==> src/rtl/vec_gate_pkg.sv <==
package vec_gate_pkg;
    // register bus
    localparam int REG_AW = 8;
    localparam int REG_DW = 32;
    localparam logic [7:0] OFS_CTRL_ZERO = 8'h00;
    localparam logic [7:0] OFS_CTRL_FOUR = 8'h04;
    localparam logic [7:0] OFS_FP_MASK = 8'h08;
    localparam logic [7:0] OFS_XSTATE = 8'h0c;
    localparam logic [7:0] OFS_ID_ECX = 8'h10;
    localparam logic [7:0] OFS_STATUS = 8'h14;
    localparam logic [7:0] OFS_IRQ_MASK = 8'h18;
    // field positions
    localparam int CTRL_ZERO_EMU_BIT = 2;
    localparam int CTRL_FOUR_HANDLER_BIT = 10;
    localparam int CTRL_FOUR_OS_SAVE_BIT = 18;
    localparam int ID_CLMUL_BIT = 1;
    localparam int ID_CIPHER_BIT = 25;
    localparam int ID_SAVE_HW_BIT = 26;
    localparam int ID_OS_SAVE_BIT = 27;
    localparam int ID_WIDE_BIT = 28;
    localparam int XS_BASE_BIT = 0;
    localparam int XS_NARROW_BIT = 1;
    localparam int XS_WIDE_BIT = 2;
    localparam int EV_UNDEF_BIT = 0;
    localparam int EV_SIMD_BIT = 1;
    localparam int EV_GP_BIT = 2;
    localparam int EV_XS_BIT = 3;
    localparam int FP_EXC_W = 6;
    localparam int XS_W = 3;
    localparam int EV_W = 4;
    // reset values
    localparam logic [31:0] CR_RESET = 32'h0;
    localparam logic [5:0] FP_MASK_RESET = 6'h3f;
    localparam logic [2:0] XS_RESET = 3'h1;
    localparam logic [2:0] XS_BOTH = 3'h6;
    localparam logic [31:0] XS_INDEX_ZERO = 32'h0;
    // instruction classes seen at decode
    typedef enum logic [2:0] {
        CLS_OTHER = 3'h0,
        CLS_LEGACY_FP = 3'h1,
        CLS_WIDE_FP = 3'h2,
        CLS_WIDE_CIPHER = 3'h3,
        CLS_WIDE_CLMUL = 3'h4,
        CLS_XS_READ = 3'h5,
        CLS_XS_WRITE = 3'h6,
        CLS_SAVE_RESTORE = 3'h7
    } instr_class_t;
    typedef enum logic [1:0] {
        FLT_NONE = 2'h0,
        FLT_UNDEF = 2'h1,
        FLT_SIMD = 2'h2,
        FLT_GP = 2'h3
    } fault_t;
    typedef enum logic [1:0] {
        ST_IDLE = 2'h1,
        ST_EXEC = 2'h2
    } state_t;
endpackage

==> src/rtl/id_leaf.sv <==
`timescale 1ns/1ps
module id_leaf import vec_gate_pkg::*; #(
    parameter bit HAS_WIDE = 1'b1,
    parameter bit HAS_STATE_SAVE = 1'b1,
    parameter bit HAS_CIPHER = 1'b1,
    parameter bit HAS_CLMUL = 1'b1
) (
    // os state
    input wire logic os_save_in,
    // leaf 1 ecx
    output logic [31:0] ecx_out
);
    always_comb begin
        ecx_out = 32'h0;
        ecx_out[ID_CLMUL_BIT] = HAS_CLMUL;
        ecx_out[ID_CIPHER_BIT] = HAS_CIPHER;
        ecx_out[ID_SAVE_HW_BIT] = HAS_STATE_SAVE;
        ecx_out[ID_OS_SAVE_BIT] = os_save_in & HAS_STATE_SAVE;
        ecx_out[ID_WIDE_BIT] = HAS_WIDE;
    end
endmodule

==> src/rtl/fp_fault_eval.sv <==
`timescale 1ns/1ps
module fp_fault_eval import vec_gate_pkg::*; (
    // exception flags and masks
    input wire logic [FP_EXC_W-1:0] flags_in,
    input wire logic [FP_EXC_W-1:0] mask_in,
    input wire logic handler_in,
    // resolved fault
    output fault_t code_out
);
    // same treatment for narrow and wide forms
    always_comb begin
        code_out = FLT_NONE;
        if (|(flags_in & ~mask_in)) begin
            code_out = handler_in ? FLT_SIMD : FLT_UNDEF;
        end
    end
endmodule

==> src/rtl/vec_gate.sv <==
// Chosen here: strobed register access and the register addresses.
`timescale 1ns/1ps
module vec_gate import vec_gate_pkg::*; #(
    parameter bit HAS_WIDE = 1'b1,
    parameter bit HAS_STATE_SAVE = 1'b1,
    parameter bit HAS_CIPHER = 1'b1,
    parameter bit HAS_CLMUL = 1'b1
) (
    // clock, reset, enable
    input wire logic clk_in,
    input wire logic rstn_in,
    input wire logic ce_in,
    // register port
    input wire logic [REG_AW-1:0] reg_addr_in,
    input wire logic [REG_DW-1:0] reg_wdata_in,
    input wire logic reg_wr_in,
    input wire logic reg_rd_in,
    output logic [REG_DW-1:0] reg_rdata_out,
    // decode side
    input wire logic instr_valid_in,
    input wire instr_class_t instr_class_in,
    input wire logic instr_priv_in,
    input wire logic [31:0] instr_index_in,
    input wire logic [63:0] instr_data_in,
    output logic instr_ready_out,
    // execution side
    output logic exec_go_out,
    input wire logic fp_done_in,
    input wire logic [FP_EXC_W-1:0] fp_flags_in,
    // results
    output logic fault_valid_out,
    output fault_t fault_code_out,
    output logic result_valid_out,
    output logic [63:0] result_out,
    output logic [31:0] id_ecx_out,
    output logic irq_out
);
    typedef struct packed {
        state_t st;
        logic [31:0] ctrl_zero;
        logic [31:0] ctrl_four;
        logic [FP_EXC_W-1:0] fpmask;
        logic [XS_W-1:0] xs;
        logic [EV_W-1:0] status;
        logic [EV_W-1:0] irqmask;
        logic [REG_DW-1:0] rdata;
        logic go;
        logic fvalid;
        fault_t fcode;
        logic rvalid;
        logic [63:0] result;
    } regs_t;

    localparam regs_t REGS_RESET = '{
        st: ST_IDLE,
        ctrl_zero: CR_RESET,
        ctrl_four: CR_RESET,
        fpmask: FP_MASK_RESET,
        xs: XS_RESET,
        status: 4'h0,
        irqmask: 4'h0,
        rdata: 32'h0,
        go: 1'b0,
        fvalid: 1'b0,
        fcode: FLT_NONE,
        rvalid: 1'b0,
        result: 64'h0
    };

    regs_t q;
    regs_t d;
    logic osx_en;
    logic wide_en;
    logic accept;
    fault_t fp_code;
    logic [EV_W-1:0] ev_set;

    function automatic logic wide_usable(input logic osx, input logic [XS_W-1:0] xs);
        wide_usable = HAS_WIDE && osx && (xs & XS_BOTH) == XS_BOTH;
    endfunction

    function automatic logic xs_value_ok(input logic [63:0] v);
        xs_value_ok = v[XS_BASE_BIT] && v[63:XS_W] == 61'h0
            && !(v[XS_WIDE_BIT] && !v[XS_NARROW_BIT]) && !(v[XS_WIDE_BIT] && !HAS_WIDE);
    endfunction

    assign osx_en = q.ctrl_four[CTRL_FOUR_OS_SAVE_BIT] & HAS_STATE_SAVE;
    assign wide_en = wide_usable(osx_en, q.xs);
    assign accept = instr_valid_in && instr_ready_out;
    assign instr_ready_out = q.st == ST_IDLE;

    id_leaf #(
        .HAS_WIDE(HAS_WIDE),
        .HAS_STATE_SAVE(HAS_STATE_SAVE),
        .HAS_CIPHER(HAS_CIPHER),
        .HAS_CLMUL(HAS_CLMUL)
    ) id_leaf_i (
        .os_save_in(osx_en),
        .ecx_out(id_ecx_out)
    );

    fp_fault_eval fp_fault_eval_i (
        .flags_in(fp_flags_in),
        .mask_in(q.fpmask),
        .handler_in(q.ctrl_four[CTRL_FOUR_HANDLER_BIT]),
        .code_out(fp_code)
    );

    always_comb begin
        d = q;
        d.go = 1'b0;
        d.fvalid = 1'b0;
        d.fcode = FLT_NONE;
        d.rvalid = 1'b0;
        d.result = q.result;
        d.rdata = 32'h0;
        ev_set = 4'h0;
        case (q.st)
            ST_IDLE: begin
                if (accept) begin
                    d.go = 1'b1;
                    case (instr_class_in)
                        CLS_WIDE_FP: begin
                            if (!wide_en) begin
                                d.go = 1'b0;
                                d.fcode = FLT_UNDEF;
                            end else begin
                                d.st = ST_EXEC;
                            end
                        end
                        CLS_LEGACY_FP: begin
                            if (q.ctrl_zero[CTRL_ZERO_EMU_BIT]) begin
                                d.go = 1'b0;
                                d.fcode = FLT_UNDEF;
                            end else begin
                                d.st = ST_EXEC;
                            end
                        end
                        CLS_WIDE_CIPHER: begin
                            if (!(wide_en && HAS_CIPHER)) begin
                                d.go = 1'b0;
                                d.fcode = FLT_UNDEF;
                            end
                        end
                        CLS_WIDE_CLMUL: begin
                            if (!(wide_en && HAS_CLMUL)) begin
                                d.go = 1'b0;
                                d.fcode = FLT_UNDEF;
                            end
                        end
                        CLS_SAVE_RESTORE: begin
                            if (!osx_en) begin
                                d.go = 1'b0;
                                d.fcode = FLT_UNDEF;
                            end
                        end
                        CLS_XS_READ: begin
                            d.go = 1'b0;
                            if (!osx_en) begin
                                d.fcode = FLT_UNDEF;
                            end else if (instr_index_in != XS_INDEX_ZERO) begin
                                d.fcode = FLT_GP;
                            end else begin
                                d.rvalid = 1'b1;
                                d.result = {61'h0, q.xs};
                            end
                        end
                        CLS_XS_WRITE: begin
                            d.go = 1'b0;
                            if (!osx_en) begin
                                d.fcode = FLT_UNDEF;
                            end else if (!instr_priv_in) begin
                                d.fcode = FLT_GP;
                            end else if (instr_index_in != XS_INDEX_ZERO || !xs_value_ok(instr_data_in)) begin
                                d.fcode = FLT_GP;
                            end else begin
                                d.xs = instr_data_in[XS_W-1:0];
                                ev_set[EV_XS_BIT] = 1'b1;
                            end
                        end
                        default: begin
                            d.go = 1'b1;
                        end
                    endcase
                end
            end
            ST_EXEC: begin
                if (fp_done_in) begin
                    d.st = ST_IDLE;
                    d.fcode = fp_code;
                end
            end
            default: begin
                d.st = ST_IDLE;
            end
        endcase
        d.fvalid = d.fcode != FLT_NONE;
        ev_set[EV_UNDEF_BIT] = d.fcode == FLT_UNDEF;
        ev_set[EV_SIMD_BIT] = d.fcode == FLT_SIMD;
        ev_set[EV_GP_BIT] = d.fcode == FLT_GP;
        // register port
        if (reg_wr_in) begin
            case (reg_addr_in)
                OFS_CTRL_ZERO: d.ctrl_zero = reg_wdata_in;
                OFS_CTRL_FOUR: begin
                    d.ctrl_four = reg_wdata_in;
                    d.ctrl_four[CTRL_FOUR_OS_SAVE_BIT] = reg_wdata_in[CTRL_FOUR_OS_SAVE_BIT] & HAS_STATE_SAVE;
                end
                OFS_FP_MASK: d.fpmask = reg_wdata_in[FP_EXC_W-1:0];
                OFS_STATUS: d.status = q.status & ~reg_wdata_in[EV_W-1:0];
                OFS_IRQ_MASK: d.irqmask = reg_wdata_in[EV_W-1:0];
                default: d.ctrl_zero = q.ctrl_zero;
            endcase
        end
        d.status = d.status | ev_set;
        if (reg_rd_in) begin
            case (reg_addr_in)
                OFS_CTRL_ZERO: d.rdata = q.ctrl_zero;
                OFS_CTRL_FOUR: d.rdata = q.ctrl_four;
                OFS_FP_MASK: d.rdata = {26'h0, q.fpmask};
                OFS_XSTATE: d.rdata = {29'h0, q.xs};
                OFS_ID_ECX: d.rdata = id_ecx_out;
                OFS_STATUS: d.rdata = {28'h0, q.status};
                OFS_IRQ_MASK: d.rdata = {28'h0, q.irqmask};
                default: d.rdata = 32'h0;
            endcase
        end
    end

    always_ff @(posedge clk_in) begin
        if (!rstn_in) begin
            q <= REGS_RESET;
        end else if (ce_in) begin
            q <= d;
        end
    end

    assign reg_rdata_out = q.rdata;
    assign exec_go_out = q.go;
    assign fault_valid_out = q.fvalid;
    assign fault_code_out = q.fcode;
    assign result_valid_out = q.rvalid;
    assign result_out = q.result;
    assign irq_out = |(q.status & q.irqmask);
endmodule

==> config.mk <==
export PLATFORM = sky130hd
export DESIGN_NAME = vec_gate
export DESIGN_NICKNAME = d
export VERILOG_FILES = /design/src/rtl/vec_gate_pkg.sv /design/src/rtl/id_leaf.sv /design/src/rtl/fp_fault_eval.sv /design/src/rtl/vec_gate.sv
export SDC_FILE = /design/constraint.sdc
export NUM_CORES = 1
export LEC_CHECK = 0
export BUFFER_PORTS_ARGS = -buffer_cell sky130_fd_sc_hd__clkbuf_2
export CAP_MARGIN = 20
export CORE_MARGIN = 1.5
export CORE_UTILIZATION = 25
export CTS_CLUSTER_DIAMETER = 120
export CTS_CLUSTER_SIZE = 25
export DETAILED_ROUTE_END_ITERATION = 7
export SLEW_MARGIN = 20
export SYNTH_ARGS = -nofsm -noshare
export SYNTH_HDL_FRONTEND = slang
export SYNTH_SLANG_ARGS = --single-unit
==> constraint.sdc <==
create_clock -name clk_in -period 1.95 [get_ports clk_in]
set_clock_uncertainty 0.2 [all_clocks]
set_input_delay 0.0975 -clock clk_in [delete_from_list [all_inputs] [get_ports clk_in]]
set_output_delay 0.0975 -clock clk_in [all_outputs]
set_load 0.005 [all_outputs]
==> metrics.yaml <==
switching_share: 0.249
fillers: 2754
die_h_um: 166
multiInputGateArea_sq_mm: 0.00331
grt_pass1_vias: 5652
post-route-min-period_ns: 1.87
wl_per_cell_um: 14.8
fin_area_sq_mm: 0.00887
antenna_found_initial: 2
timing.reg2reg.setup_slack_ns: 0.08
timing_hold_violations_final: 0
vias: 5970
power_density_mw_per_mm2: 714
postSynthCellCount: 821
synthesis.area_sq_mm: 0.00664
track_usage: 0.148
detail_route.first_pass.iterations: 5
drive_gt1_frac: 0.298
drc: 0
p_int_uw: 4750
ys.flop_type: "dfxtp_1"
clkPwrFrac: 0.499
pre_cts_ws_ns: -0.335
cts.sinks: 123
row_count: 59
cap_viol_max_count: 0
fin_crit_sh: 0.961
syn_area_per_cell_sq_um: 8.09
p_seq_frac: 0.402
nNetsFinal: 1202
grt_max_degree: 49
place.gp.congestion: 0.896
critPathMaxFanout: 7
slew_violations: 0
hp-class: "in2reg"
path_clk_slew_ns: 0.06
hold_end: "q[182]$_SDFFE_PN1P_"
postPlaceCellArea_sq_mm: 0.00775
r2r-start: "osx_en$_SDFFE_PN0P_"
die_w_um: 166
cts_max_level: 4
grt_first_pass_wirelength_mm: 31.9
ys_seq_area_frac: 0.371
ys_types: 45
max_freq_mhz: 533
vdd_drop_max_mv: 0.457
crit_arrival_ns: 1.99
async_reset_ff_frac: 0
status: "completed"
dr.first_iter.drc_count: 387
ant_nets: 0
portBuffers: 195
start_util: 0.255
cp-start-kind: "flip-flop"
clk_path_buf_depth: 2
p_switching_uw: 1580
reg2reg_to: "fault_valid_out$_SDFFE_PN0P_"
pin_count: 288
setup_violations: 0
routed_wl_mm: 20.6
fin_tns_setup_ns: 0
synth-seq-cells: 123
dieArea_sq_mm: 0.0276
cts_inserted_buffers: 17
avgViaCountPerCell: 4.28
area.sequential_sq_mm: 0.00247
yosys_warnings: 0
cts_root_buffer: "clkbuf_16"
cts_tree: "built"
worst_hold_startpoint: "instr_valid_in"
dpl.hpwl_mm: 15.7
grt_overflow: 0
fin_ws_ns: 0.0755
core_sq_mm: 0.0261
clk_latency_ns: 0.42
r2r_cells: 8
hold_depth: 5
synth-edff-count: 0
crit_required_ns: 2.06
crit_type: "reg2reg"
leakagePower_uw: 0.00363
critPathCaptureType: "flip-flop"
area_growth_pct: 33.5
pwr-share-comb: 0.099
## per-layer routing
layer	wire length (um)	vias to the layer above	global-route usage
met4	336	2	0.0474
li1	-	3019	-
met5	10	-	0
met2	9220	170	0.222
met1	9690	2755	0.204
met3	1340	24	0.0396
## how the worst max path moves through the flow
stage | to | slack [ns] | cells after the start | from
global placement | fault_valid_out$_SDFFE_PN0P_ | -0.35 | 9 | instr_data_in[40]
floorplan | q[110]$_SDFFE_PN0P_ | 0.01 | 9 | q[183]$_SDFFE_PN0P_
finish | fault_valid_out$_SDFFE_PN0P_ | 0.08 | 8 | osx_en$_SDFFE_PN0P_
CTS | fault_valid_out$_SDFFE_PN0P_ | 0.01 | 7 | osx_en$_SDFFE_PN0P_
detailed placement | fault_code_out[1]$_SDFFE_PN0P_ | -0.34 | 9 | instr_data_in[40]
global route | fault_code_out[0]$_SDFFE_PN0P_ | -0.02 | 8 | q[182]$_SDFFE_PN1P_
## power by group through the flow
stage | combinational (uW) | clock [uW] | sequential [uW]
after detailed placement | 521 | 0 | 2590
final | 629 | 3160 | 2540
after CTS | 597 | 3220 | 2540
after global placement | 521 | 0 | 2590
after global routing | 687 | 3350 | 2540
after floorplan | 358 | 0 | 2590
## layout make-up
type	instances	area share
multi-input combinational	570	0.373
inverter	40	0.0169
sequential	123	0.278
tap	335	0.0473
clock inverter	15	0.0188
timing repair buffer	295	0.218
antenna	1	0.000282
clock buffer	17	0.0480
## cells in the mapped netlist, types with 2 or more instances
master	instances	share of area
nand3_1	10	0.0075
nand3b_1	2	0.0023
a21oi_1	3	0.0023
dfxtp_1	123	0.37
mux4_2	2	0.0068
nor3_1	3	0.0023
a21boi_1	5	0.0057
nor4b_1	2	0.0026
nor4_1	23	0.022
o21a_1	4	0.0045
clkbuf_1	29	0.016
a221oi_1	5	0.0066
a22oi_1	27	0.031
mux2_2	2	0.0034
nand4_1	12	0.011
a21boi_0	65	0.073
inv_1	40	0.023
nand2_1	158	0.089
nand2b_1	8	0.0075
mux2i_1	19	0.029
conb_1	2	0.0011
nor2b_1	16	0.015
o22ai_1	34	0.032
ha_1	2	0.0038
o21ai_0	9	0.0068
nor2_1	14	0.0079
o211ai_1	2	0.0023
and3_1	4	0.0038
a32oi_1	2	0.0026
buf_4	131	0.15
buf_2	17	0.013
and2_1	33	0.031
## cell usage in the layout, fill, tap and decap left out, drive strengths merged, types with 4 or more instances in the layout
cell type    netlist  routed
clkbuf            29     211
nand2            158     158
dfxtp            123     123
conb               2      92
a21boi            70      70
buf              149      62
inv               40      44
dlygate4sd3        0      39
o22ai             34      34
and2              33      33
a22oi             27      27
nor4              24      24
mux2i             19      19
nor2b             16      16
nor2              14      14
nand4             12      12
nand3             10      10
o21ai              9       9
nand2b             8       8
clkinv             0       7
a221oi             5       5
o21a               4       4
nor3               4       4
a21oi              4       4
and3               4       4
## registers in the layout, indices dropped and copies added (netlist names)
signal / count
osx_en: 1
exec_go_out: 1
result_out: 3
q: 82
fault_code_out: 2
result_valid_out: 1
reg_rdata_out: 32
fault_valid_out: 1
## critical path: stages (launching register included)
cell,delay (ns)
dfxtp_2,0.36
buf_6,0.16
o21ai_0,0.11
o31ai_2,0.07
a211o_1,0.18
a2bb2o_2,0.29
a21oi_4,0.16
o21ai_1,0.09
o21a_1,0.16
## repair_timing
action	CTS	global route
cloned	0	0
setup endpoints to repair	4	11
setup buffers	1	1
endpoints found under the hold margin	94	0
hold buffers	39	0
pin swaps	1	3
resized for setup	7	20
## cells by family (layout without fill, tap and decap cells)
group           count (synthesis)  in the layout  synth area share
mux                            23             23            0.0388
other cells                     2             93           0.00113
simple gates                  289            289             0.208
fa+ha+maj                       2              2           0.00377
flops                         123            123             0.371
buf+inv                       218            367             0.200
compound gates                164            164             0.177
## per-stage QoR
stage               utilization  hold slack, ns  cells  power (uW)
global route              0.340          0.0204   1396        6580
global placement          0.297           0.145   1322        3110
CTS                       0.336        0.000600   1394        6360
detailed placement        0.297           0.153   1322        3120
finish                    0.340          0.0140   1396        6330
floorplan                     -          0.0260    911        2950
Note: power is estimated with default switching activity, not from simulation.
